### src/verilog/uart_efc_pkg.sv
// Purpose: Shared constants and types for the enhanced UART configuration block.
// Assumes: One host bus with a 3-bit address and 8-bit data.
// Notes: Offsets are the 3-bit bus addresses of one channel.
package uart_efc_pkg;
  // Bus offsets.
  localparam logic [2:0] OFS_DIV_LOW = 3'h0;
  localparam logic [2:0] OFS_DIV_HIGH = 3'h1;
  localparam logic [2:0] OFS_IER = 3'h1;
  localparam logic [2:0] OFS_EFR = 3'h2;
  localparam logic [2:0] OFS_FCR = 3'h2;
  localparam logic [2:0] OFS_LCR = 3'h3;
  localparam logic [2:0] OFS_MCR = 3'h4;
  localparam logic [2:0] OFS_THRESH = 3'h6;
  localparam logic [2:0] OFS_TRIGGER = 3'h7;
  localparam logic [2:0] OFS_SPECIAL = 3'h7;
  localparam logic [2:0] OFS_FIFO_READY = 3'h7;
  // Special line control values that open banks.
  localparam logic [7:0] LCR_ENH_KEY = 8'hBF;
  localparam int LCR_DLAB_BIT = 7;
  // Field positions.
  localparam int EFR_CTS_BIT = 7;
  localparam int EFR_RTS_BIT = 6;
  localparam int EFR_SPECIAL_BIT = 5;
  localparam int EFR_ENH_BIT = 4;
  localparam int IER_SLEEP_BIT = 4;
  localparam int MCR_BANK_BIT = 6;
  localparam int MCR_LOOP_BIT = 4;
  localparam int MCR_RDY_BIT = 2;
  localparam int MCR_RTS_BIT = 1;
  localparam int IIR_SPECIAL_BIT = 4;
  // Protected field masks.
  localparam logic [7:0] IER_ENH_MASK = 8'hF0;
  localparam logic [7:0] FCR_ENH_MASK = 8'h30;
  localparam logic [7:0] MCR_ENH_MASK = 8'hE0;
  // Reset values.
  localparam logic [7:0] REG_RESET = 8'h00;
  localparam logic [15:0] DIV_RESET = 16'h0000;
  // Trigger levels picked by a two-bit select field of fifo_control_reg.
  localparam logic [6:0] SEL_LEVEL0 = 7'h08;
  localparam logic [6:0] SEL_LEVEL1 = 7'h10;
  localparam logic [6:0] SEL_LEVEL2 = 7'h20;
  localparam logic [6:0] SEL_LEVEL3 = 7'h38;
  // Register selected by a bus access.
  typedef enum logic [3:0] {
    SEL_NONE = 4'b0000,
    SEL_DLOW = 4'b0001,
    SEL_DHIGH = 4'b0010,
    SEL_EFRR = 4'b0011,
    SEL_SPEC = 4'b0100,
    SEL_THR = 4'b0101,
    SEL_TRG = 4'b0110,
    SEL_RDY = 4'b0111,
    SEL_IER = 4'b1000,
    SEL_FCR = 4'b1001,
    SEL_LCR = 4'b1010,
    SEL_MCR = 4'b1011
  } reg_sel_t;
endpackage : uart_efc_pkg

### src/verilog/uart_enhanced_flow_config.sv
// Purpose: Enhanced feature, divisor, flow threshold and trigger registers of one channel.
// Assumes: Bus strobes are synchronous to clk; clear-to-send arrives from a pin.
// Notes: Read data appears one cycle after the read strobe.
`timescale 1ns/1ps
module uart_enhanced_flow_config
  import uart_efc_pkg::*;
#(
  parameter int FILL_W = 7
)
(
  // Clock, reset and enable.
  input wire logic clk,
  input wire logic rst,
  input wire logic ce,
  // Host bus.
  input wire logic cs_n,
  input wire logic other_cs_n,
  input wire logic [2:0] addr,
  input wire logic wr,
  input wire logic rd,
  input wire logic [7:0] wdata,
  output logic [7:0] rdata,
  // Receiver and FIFO status.
  input wire logic rx_char_valid,
  input wire logic [7:0] rx_char,
  input wire logic [FILL_W-1:0] rx_fill,
  input wire logic [1:0] tx_ready,
  input wire logic [1:0] rx_ready,
  // Modem pins.
  input wire logic cts_n,
  output logic rts_n,
  // Configuration to the datapath.
  output logic tx_allowed,
  output logic [15:0] divisor,
  output logic [3:0] sw_flow_mode,
  output logic special_flag,
  output logic [FILL_W-1:0] tx_trigger,
  output logic [FILL_W-1:0] rx_trigger
);

  logic [7:0] line_control_reg;
  logic [7:0] interrupt_enable_reg;
  logic [7:0] fifo_control_reg;
  logic [7:0] modem_control_reg;
  logic [7:0] enhanced_feature_ctrl;
  logic [7:0] thresh;
  logic [7:0] trig;
  logic [7:0] spec_char;
  logic [2:0] cts_sync;
  logic cts_high;
  logic selected;
  logic wr_hit;
  logic rd_hit;
  logic enh;
  reg_sel_t sel;
  logic [7:0] next_rdata;
  logic [FILL_W-1:0] halt_level;
  logic [FILL_W-1:0] resume_level;
  logic cts_agree;
  logic spec_hit;
  logic ident_rd;

  // Decodes an address in the current bank state to a register.
  function automatic reg_sel_t decode(input logic [2:0] a, input logic [7:0] lc,
                                      input logic [7:0] mc, input logic is_rd);
    reg_sel_t s;
    s = SEL_NONE;
    if (lc == LCR_ENH_KEY)
    begin
      if (a == OFS_EFR) s = SEL_EFRR;
      else if (a == OFS_SPECIAL) s = SEL_SPEC;
      else if (a == OFS_LCR) s = SEL_LCR;
    end
    else if (lc[LCR_DLAB_BIT] && (a == OFS_DIV_LOW))
      s = SEL_DLOW;
    else if (lc[LCR_DLAB_BIT] && (a == OFS_DIV_HIGH))
      s = SEL_DHIGH;
    else if (mc[MCR_BANK_BIT] && (a == OFS_THRESH))
      s = SEL_THR;
    else if (mc[MCR_BANK_BIT] && (a == OFS_TRIGGER))
      s = SEL_TRG;
    else if (is_rd && mc[MCR_RDY_BIT] && !mc[MCR_LOOP_BIT] && (a == OFS_FIFO_READY))
      s = SEL_RDY;
    else if (a == OFS_IER) s = SEL_IER;
    else if (a == OFS_FCR) s = SEL_FCR;
    else if (a == OFS_LCR) s = SEL_LCR;
    else if (a == OFS_MCR) s = SEL_MCR;
    return s;
  endfunction : decode

  // Maps a two-bit select field of fifo_control_reg to a level.
  function automatic logic [FILL_W-1:0] sel_level(input logic [1:0] f);
    logic [6:0] v;
    case (f)
      2'b00: v = SEL_LEVEL0;
      2'b01: v = SEL_LEVEL1;
      2'b10: v = SEL_LEVEL2;
      default: v = SEL_LEVEL3;
    endcase
    return FILL_W'(v);
  endfunction : sel_level

  // Nibble scaled to bytes (times four).
  function automatic logic [FILL_W-1:0] nib_bytes(input logic [3:0] n);
    return FILL_W'({n, 2'b00});
  endfunction : nib_bytes

  // Picks the programmed level, or the select-field level when the nibble is zero.
  function automatic logic [FILL_W-1:0] eff_level(input logic [3:0] n, input logic [1:0] f);
    logic [FILL_W-1:0] v;
    if (n != 4'h0)
      v = nib_bytes(n);
    else
      v = sel_level(f);
    return v;
  endfunction : eff_level

  // Merges a write, keeping the masked bits unless enhanced writes are open.
  function automatic logic [7:0] guarded(input logic [7:0] old_v, input logic [7:0] new_v,
                                         input logic [7:0] mask, input logic en);
    logic [7:0] v;
    v = en ? new_v : ((old_v & mask) | (new_v & ~mask));
    return v;
  endfunction : guarded

  // Strobe qualification; the ready register answers either channel's select.
  assign selected = !cs_n;
  assign wr_hit = ce && wr && selected;
  assign rd_hit = ce && rd && (selected || !other_cs_n);
  assign enh = enhanced_feature_ctrl[EFR_ENH_BIT];
  assign sel = decode(addr, line_control_reg, modem_control_reg, rd);
  assign halt_level = nib_bytes(thresh[3:0]);
  assign resume_level = nib_bytes(thresh[7:4]);

  // Qualified events: pin stages agreeing, a character match and the clearing read.
  assign cts_agree = (cts_sync[1] == cts_sync[2]);
  assign spec_hit = enhanced_feature_ctrl[EFR_SPECIAL_BIT] && rx_char_valid && (rx_char == spec_char);
  assign ident_rd = rd_hit && selected && (sel == SEL_FCR);

  // Clear-to-send pin synchroniser; a level counts once stages two and three agree.
  always_ff @(posedge clk)
  begin
    if (rst)
      cts_sync <= 3'h0;
    else if (ce)
      cts_sync <= {cts_sync[1:0], cts_n};
  end

  always_ff @(posedge clk)
  begin
    if (rst)
      cts_high <= 1'b0;
    else if (ce && cts_agree)
      cts_high <= cts_sync[2];
  end

  // Base registers; protected fields keep their value while enhanced mode is off.
  always_ff @(posedge clk)
  begin
    if (rst)
    begin
      line_control_reg <= REG_RESET;
      interrupt_enable_reg <= REG_RESET;
      fifo_control_reg <= REG_RESET;
      modem_control_reg <= REG_RESET;
    end
    else if (wr_hit)
    begin
      case (sel)
        SEL_LCR: line_control_reg <= wdata;
        SEL_IER: interrupt_enable_reg <= guarded(interrupt_enable_reg, wdata, IER_ENH_MASK, enh);
        SEL_FCR: fifo_control_reg <= guarded(fifo_control_reg, wdata, FCR_ENH_MASK, enh);
        SEL_MCR: modem_control_reg <= guarded(modem_control_reg, wdata, MCR_ENH_MASK, enh);
        default: line_control_reg <= line_control_reg;
      endcase
    end
  end

  // Enhanced control register, reachable only behind the BFh key.
  always_ff @(posedge clk)
  begin
    if (rst)
      enhanced_feature_ctrl <= REG_RESET;
    else if (wr_hit && (sel == SEL_EFRR))
      enhanced_feature_ctrl <= wdata;
  end

  // Special character value, behind the same key.
  always_ff @(posedge clk)
  begin
    if (rst)
      spec_char <= REG_RESET;
    else if (wr_hit && (sel == SEL_SPEC))
      spec_char <= wdata;
  end

  // Divisor latches, frozen while sleep is enabled.
  always_ff @(posedge clk)
  begin
    if (rst)
      divisor <= DIV_RESET;
    else if (wr_hit && !interrupt_enable_reg[IER_SLEEP_BIT])
    begin
      if (sel == SEL_DLOW)
        divisor[7:0] <= wdata;
      else if (sel == SEL_DHIGH)
        divisor[15:8] <= wdata;
    end
  end

  // Threshold register needs enhanced mode and the bank bit.
  always_ff @(posedge clk)
  begin
    if (rst)
      thresh <= REG_RESET;
    else if (wr_hit && enh && modem_control_reg[MCR_BANK_BIT] && (sel == SEL_THR))
      thresh <= wdata;
  end

  // Trigger register carries the same write guard.
  always_ff @(posedge clk)
  begin
    if (rst)
      trig <= REG_RESET;
    else if (wr_hit && enh && modem_control_reg[MCR_BANK_BIT] && (sel == SEL_TRG))
      trig <= wdata;
  end

  // Effective transmit trigger: a non-zero nibble overrides the select field.
  always_ff @(posedge clk)
  begin
    if (rst)
      tx_trigger <= '0;
    else if (ce)
      tx_trigger <= eff_level(trig[3:0], fifo_control_reg[5:4]);
  end

  // Effective receive trigger, chosen the same way for its own direction.
  always_ff @(posedge clk)
  begin
    if (rst)
      rx_trigger <= '0;
    else if (ce)
      rx_trigger <= eff_level(trig[7:4], fifo_control_reg[7:6]);
  end

  // Special character flag: a new match wins over the clearing read.
  always_ff @(posedge clk)
  begin
    if (rst)
      special_flag <= 1'b0;
    else if (ce && spec_hit)
      special_flag <= 1'b1;
    else if (ident_rd)
      special_flag <= 1'b0;
  end

  // Ready-to-send pin: hysteresis between halt and resume levels when automatic.
  always_ff @(posedge clk)
  begin
    if (rst)
      rts_n <= 1'b1;
    else if (ce)
    begin
      if (!enhanced_feature_ctrl[EFR_RTS_BIT])
        rts_n <= !modem_control_reg[MCR_RTS_BIT];
      else if (rx_fill >= halt_level)
        rts_n <= 1'b1;
      else if (rx_fill <= resume_level)
        rts_n <= 1'b0;
    end
  end

  // Transmit gate: a synchronised stop level halts sending while flow control is on.
  always_ff @(posedge clk)
  begin
    if (rst)
      tx_allowed <= 1'b1;
    else if (ce)
      tx_allowed <= !(enhanced_feature_ctrl[EFR_CTS_BIT] && cts_high);
  end

  // Software flow selection follows the low control bits one cycle later.
  always_ff @(posedge clk)
  begin
    if (rst)
      sw_flow_mode <= 4'h0;
    else if (ce)
      sw_flow_mode <= enhanced_feature_ctrl[3:0];
  end

  // Read multiplexer.
  always_comb
  begin
    next_rdata = 8'h00;
    case (sel)
      SEL_DLOW: next_rdata = divisor[7:0];
      SEL_DHIGH: next_rdata = divisor[15:8];
      SEL_EFRR: next_rdata = enhanced_feature_ctrl;
      SEL_SPEC: next_rdata = spec_char;
      SEL_THR: next_rdata = thresh;
      SEL_TRG: next_rdata = trig;
      SEL_RDY: next_rdata = {2'b00, rx_ready, 2'b00, tx_ready};
      SEL_IER: next_rdata = interrupt_enable_reg;
      SEL_FCR: next_rdata = {3'b000, special_flag, 4'h1};
      SEL_LCR: next_rdata = line_control_reg;
      SEL_MCR: next_rdata = modem_control_reg;
      default: next_rdata = 8'h00;
    endcase
  end

  // Read data register; only the ready register answers the other channel's select.
  always_ff @(posedge clk)
  begin
    if (rst)
      rdata <= 8'h00;
    else if (rd_hit)
      rdata <= (selected || (sel == SEL_RDY)) ? next_rdata : 8'h00;
  end

endmodule : uart_enhanced_flow_config

### config.mk
export PLATFORM = sky130hd
export DESIGN_NAME = uart_enhanced_flow_config
export DESIGN_NICKNAME = d
export VERILOG_FILES = /design/src/verilog/uart_efc_pkg.sv /design/src/verilog/uart_enhanced_flow_config.sv
export SDC_FILE = /design/constraint.sdc
export NUM_CORES = 1
export LEC_CHECK = 0
export ABC_AREA = 1
export ABC_CLOCK_PERIOD_IN_PS = 4600
export BUFFER_PORTS_ARGS = -buffer_cell sky130_fd_sc_hd__buf_2
export CAP_MARGIN = 10
export CORE_ASPECT_RATIO = 1.4
export CORE_MARGIN = 2
export CORE_UTILIZATION = 40
export CTS_CLUSTER_DIAMETER = 30
export DETAILED_ROUTE_END_ITERATION = 7
export PLACE_DENSITY_LB_ADDON = 0.08
export SETUP_SLACK_MARGIN = 0.3
export SLEW_MARGIN = 20
export SYNTH_ARGS = -nofsm -noshare
export SYNTH_HDL_FRONTEND = slang
export SYNTH_SLANG_ARGS = --single-unit
export TNS_END_PERCENT = 1
### constraint.sdc
create_clock -name clk -period 4.6 [get_ports clk]
set_clock_uncertainty 0.15 [all_clocks]
set_input_delay 0.92 -clock clk [delete_from_list [all_inputs] [get_ports clk]]
set_output_delay 0.92 -clock clk [all_outputs]
set_load 0.03 [all_outputs]
==> impl_metrics.tcl, run 1 <==
set metrics [dict create \
    largest-register "divisor" \
    wl_um 16300 \
    worstHoldPathType "reg -> reg" \
    max_stage_delay_ns 0.44 \
    finalMaxSlewViolations 0 \
    row_count 49 \
    gp_congestion 0.915 \
    required_ns 4.67 \
    cts_sinks 103 \
    cp_max_fo 20 \
    crit_chain "buf_2 -> inv_1 -> nand2_1 -> nor2_1 -> inv_1 -> nand2_1 -> nand2_2 -> nor2_4 -> nand3_1 -> o21ai_0 -> a21oi_1" \
    r2r_setup_slack_ns 1.85 \
    setup_tns_ns 0 \
    final_core_util_pct 46.1 \
    yosys.area_share.adder_pct 3.35 \
    cts_resized 0 \
    clk_pin_slew_worst_paths_ns 0.07 \
    synth.area.top_cells "dfxtp_1, nand2_1, nor2_1" \
    rsz0062_at_grt "no" \
    peakVddDrop_mv 0.193 \
    syn2layout_area_growth_pct 13.1 \
    grt.total_usage_pct 23.7 \
    synth_area_mm2 0.00523 \
    startpoint "addr[0]" \
    synth_top_family_by_area "simple AND/OR/NAND/NOR gates" \
    synthCells 750 \
    yosysTopAreaCellShare_pct 39.5 \
    fmax_mhz 318 \
    via_count 5006 \
    finalCritPeriodShare_pct 68.3 \
    holdPathStages 2 \
    r2r-start "line_control_reg[7]$_SDFFE_PP0P_" \
    n_fill_cell 1357 \
    synth_xor_area_share_pct 1.01 \
    die_h_um 139 \
    start_util_pct 40.8 \
    post-cts-setup-buffers 0 \
    tightest_slew_ns 0.622 \
    setup_viol 0 \
    muxShareOfSynthArea_pct 0 \
    p_per_area_mw_per_mm2 319 \
    dieArea_mm2 0.0140 \
    synth_cell_types 35 \
    rr_worst_depth 9 \
    clkLatencyLatePin_ns 0.35 \
    multiInputGateArea_mm2 0.00271 \
    vias_per_cell 5.20 \
    fin_nets 858 \
    leakagePower_nw 2.60 \
    hold_viol 0 \
    clockRootBuffer "clkbuf_16" \
    ant_nets 0 \
    ys_seq_elements 103 \
    grt_pass1_wl_um 25600 \
    crit_type "in -> reg" \
    finalNonFillerCells 963 \
    drive_gt1_share_pct 15.8 \
    antenna_found_initial 0 \
    drtPass1Iterations 6 \
    maxCapViolations 0 \
    port_buffers 77 \
    ys_seq_area_share_pct 39.5 \
    drc_errors 0 \
    r2r_end "thresh[4]$_SDFFE_PP0P_" \
    largest_reg_flops 16 \
    total_power_mw 1.88 \
    h-tree-depth 3 \
    antennaDiodeCount 0 \
    io_pins 84 \
    setup.worst_path.end "thresh[4]$_SDFFE_PP0P_" \
    cts_tree "yes" \
    mostFrequentLayoutCells "nand2_1, nor2_1, dfxtp_1, o21ai_0, buf_2" \
    wl_per_cell_um 17.0 \
    cts_buffers 9 \
    grt-ovfl-total 0 \
    slew_headroom_pct 58.5 \
    syn_area_per_cell_um2 6.97 \
    synth-simple-area-share_pct 30.8 \
    cp.arrival_ns 3.21 \
    cts_buffer_depth 2 \
    cpMaxStageDelayCell "nand3_1" \
    crit_path_start_kind "primary input" \
    fin_crit_ns 3.14 \
    status "complete, no violations" \
    synth_compound_gate_area_share_pct 16.3 \
    grt_pass1_vias 4749 \
    synth-main-ff-cell "dfxtp_1" \
    regArea_mm2 0.00206 \
    core_area_mm2 0.0128 \
    final_common_cell "nand2_1" \
    place_inst 947 \
    cts.hold.buffers_added 0 \
    initialDrtViolationCount 239 \
    dieWidth_um 101 \
    ys.warnings.count 0 \
    synth_edf_count 0 \
    synth_largest_area_cell "dfxtp_1" \
    synth-async-reset-ratio_pct 0 \
    grt_max_degree 72 \
    critPathCaptureType "register" \
    dp_hpwl_um 12000 \
]
-- where the power goes --
group	internal [mW]	switching (mW)
Sequential	0.904	0.00700
Clock	0.429	0.358
Combinational	0.0491	0.138
-- cell families (layout without fill, tap and decap cells) --
family          after synthesis  in the layout
simple gates                362            362
buf+inv                     103            158
other cells                   1              6
fa+ha+maj                    14             14
compound gates              161            161
flops                       103            103
xor+xnor                      6              6
-- metrics by stage --
step	hold slack, ns	setup WS, ns	instance area (um2)
global placement	0.301	1.26	5600
floorplan	0.281	2.07	5240
finish	0.313	1.46	5910
global route	0.331	1.18	5910
detailed placement	0.305	1.20	5600
CTS	0.316	1.52	5910
-- Yosys cell counts, types with 6 or more instances --
| master | instances |
|---|---|
| a21oi_1 | 60 |
| a31oi_1 | 6 |
| buf_4 | 13 |
| clkbuf_1 | 21 |
| dfxtp_1 | 103 |
| ha_1 | 14 |
| inv_1 | 52 |
| inv_2 | 7 |
| nand2_1 | 144 |
| nand2_2 | 8 |
| nand3_1 | 43 |
| nand3_2 | 6 |
| nand4_1 | 19 |
| nor2_1 | 127 |
| o21ai_0 | 82 |
| o21ai_1 | 7 |
| xor2_1 | 6 |
-- area by class of cell --
class                           count  share of cell area, %
Clock buffer                        9                   3.81
Clock inverter                      7                   1.42
Inverter                           63                   4.04
Multi-Input combinational cell    549                   45.8
Sequential cell                   103                   34.9
Tap cell                          153                   3.24
Timing Repair Buffer               79                   6.77
-- critical path, delay by kind of cell --
kind	cells	cell delay, ns
and+or+nand+nor	6	1.51
AOI/OAI and AO/OA	2	0.45
buffers and inverters	3	0.31
-- routing by layer --
| metal | vias up | GRT usage, % | part of all wire (%) |
|---|---|---|---|
| li1 | 2553 | - | - |
| met1 | 2302 | 31.2 | 44 |
| met2 | 124 | 38.8 | 49 |
| met3 | 27 | 2.66 | 3.6 |
| met4 | 0 | 10.4 | 3.4 |
| met5 | - | 0 | 0 |
-- worst min-delay path by stage --
stage	end	start	slack [ns]
floorplan	interrupt_enable_reg[1]$_SDFFE_PP0P_	interrupt_enable_reg[1]$_SDFFE_PP0P_	0.28
global placement	rts_n$_SDFFE_PP1P_	rts_n$_SDFFE_PP1P_	0.30
detailed placement	rdata[4]$_SDFFE_PP0P_	rdata[4]$_SDFFE_PP0P_	0.30
CTS	rdata[4]$_SDFFE_PP0P_	rdata[4]$_SDFFE_PP0P_	0.32
global route	modem_control_reg[3]$_SDFFE_PP0P_	modem_control_reg[3]$_SDFFE_PP0P_	0.33
finish	rdata[4]$_SDFFE_PP0P_	rdata[4]$_SDFFE_PP0P_	0.31
(Power assumes the default switching activity.)
==> run 2: changes to the inputs <==
Settings changed: ABC_CLOCK_PERIOD_IN_PS 4600 to 2900.
Clock period 4.6 ns to 2.9 ns, I/O delays scaled along.
==> run 2 against run 1 <==
Net effect: core utilization up 0.95 points; combinational power up 68%; first-iteration DRC count up 26%; setup slack worse by 0.98 ns; final cell count up 1.5%; via count up 1.9%; critical path depth up 2; sequential power up 58%; largest power group unchanged.
==> impl_metrics.tcl, run 2 (same netlist as run 1, synthesis figures left out) <==
set metrics [dict create \
    status "complete, no violations" \
    maxCapViolations 0 \
    port_buffers 77 \
    required_ns 2.99 \
    start_util_pct 40.8 \
    antenna_found_initial 0 \
    vias_per_cell 5.22 \
    cts_sinks 103 \
    setup.worst_path.end "fifo_control_reg[6]$_SDFFE_PP0P_" \
    r2r-start "line_control_reg[1]$_SDFFE_PP0P_" \
    fmax_mhz 412 \
    p_per_area_mw_per_mm2 497 \
    wl_um 16900 \
    r2r_end "rdata[6]$_SDFFE_PP0P_" \
    clk_pin_slew_worst_paths_ns 0.07 \
    fin_crit_ns 2.42 \
    crit_type "in -> reg" \
    drtPass1Iterations 5 \
    dp_hpwl_um 12700 \
    final_common_cell "nand2_1" \
    cts_tree "yes" \
    rr_worst_depth 14 \
    post-place-ws_ns 0.134 \
    peakVddDrop_mv 0.259 \
    worstHoldPathType "in -> reg" \
    grt_pass1_wl_um 26500 \
    antennaDiodeCount 0 \
    grt_max_degree 44 \
    clkLatencyLatePin_ns 0.35 \
    largest_reg_flops 16 \
    cts_buffers 9 \
    setup_viol 0 \
    final_core_util_pct 47.1 \
    setup_tns_ns 0 \
    hold_viol 0 \
    place_area_mm2 0.00569 \
    dieWidth_um 101 \
    mostFrequentLayoutCells "nand2_1, nor2_1, dfxtp_1, o21ai_0, buf_2" \
    postLayoutCellArea_mm2 0.00603 \
    drive_gt1_share_pct 17.5 \
    startpoint "addr[0]" \
    grt.total_usage_pct 24.6 \
    critPathCaptureType "register" \
    syn2layout_area_growth_pct 15.4 \
    wl_per_cell_um 17.3 \
    core_area_mm2 0.0128 \
    initialDrtViolationCount 302 \
    fin_nets 872 \
    row_count 49 \
    ant_nets 0 \
    leakagePower_nw 2.67 \
    largest-register "divisor" \
    n_fill_cell 1364 \
    grt_pass1_vias 4902 \
    dieArea_mm2 0.0140 \
    via_count 5101 \
    setup_ws_ns 0.476 \
    finalCritPeriodShare_pct 83.6 \
    die_h_um 139 \
    crit_path_start_kind "primary input" \
    cp.arrival_ns 2.51 \
    tightest_slew_ns 0.563 \
    cts_buffer_depth 2 \
    finalMaxSlewViolations 0 \
    grt-ovfl-total 0 \
    h-tree-depth 3 \
    drc_errors 0 \
    slew_headroom_pct 62.5 \
    io_pins 84 \
    gp_congestion 0.934 \
    clockRootBuffer "clkbuf_16" \
    cp_max_fo 5 \
    rsz0062_at_grt "yes" \
    r2r_setup_slack_ns 0.48 \
]
-- run 2: cell types whose count changed in the layout (fill, tap and decap cells not counted), sizes merged --
cell    delta
buf       +14
clkinv     -1
inv        +1
-- run 2: routing by layer --
layer  global-route usage [%]  vias to the layer above  part of all wire [%]
li1                         -                     2586                     -
met1                     31.7                     2327                    43
met2                     41.1                      155                    49
met3                     3.06                       33                   4.6
met4                     10.6                        0                   3.5
met5                        0                        -                     0
-- run 2: stage by stage --
stage          std cells  total power [mW]  hold WS [ns]
6_report             977              3.00         0.299
5_1_grt              977              3.11         0.314
4_1_cts              973              3.02         0.295
3_5_place_dp         957              1.78         0.303
3_3_place_gp         957              1.78         0.300
2_1_floorplan        755              1.69         0.281
-- run 2: how the worst min path moves through the flow --
stage                                         startpoint                              endpoint  slack, ns  cells after the start
detailed placement               tx_allowed$_SDFFE_PP1P_               tx_allowed$_SDFFE_PP1P_       0.30                      1
global placement       modem_control_reg[7]$_SDFFE_PP0P_     modem_control_reg[7]$_SDFFE_PP0P_       0.30                      2
global route                                       cts_n              cts_sync[0]$_SDFFE_PP0P_       0.31                      3
floorplan           interrupt_enable_reg[1]$_SDFFE_PP0P_  interrupt_enable_reg[1]$_SDFFE_PP0P_       0.28                      2
CTS                                                cts_n              cts_sync[0]$_SDFFE_PP0P_       0.30                      3
finish                                             cts_n              cts_sync[0]$_SDFFE_PP0P_       0.30                      3
-- run 2: where the power goes --
part / switching (mW) / internal, mW
registers: 0.0110 / 1.43
clock network: 0.561 / 0.678
logic: 0.225 / 0.0894
-- run 2: timing repair --
item                       4_1_cts  5_1_grt
buffers inserted                 0        4
hold buffers                     0        0
setup endpoints to repair        0       18
resized for setup                0        3
-- run 2: final cells by class --
cell class / instances / area, um2 / area share, %
multi-input combinational: 549 / 2710 / 45.0
sequential: 103 / 2060 / 34.2
timing repair buffer: 93 / 522 / 8.65
inverter: 63 / 239 / 3.96
clock buffer: 9 / 225 / 3.73
tap: 153 / 191 / 3.17
clock inverter: 7 / 78.8 / 1.31
-- run 2: worst max-delay path, stage by stage --
cell and delay [ns]:
buf_2 0.13, inv_1 0.12, nand2_1 0.09, nor2_1 0.20, inv_1 0.09, nand2_1 0.09, nand2_2 0.13, nor2_4 0.23
nand2_1 0.13, nor2_1 0.32, inv_1 0.14, o21ai_0 0.19, a21oi_1 0.07
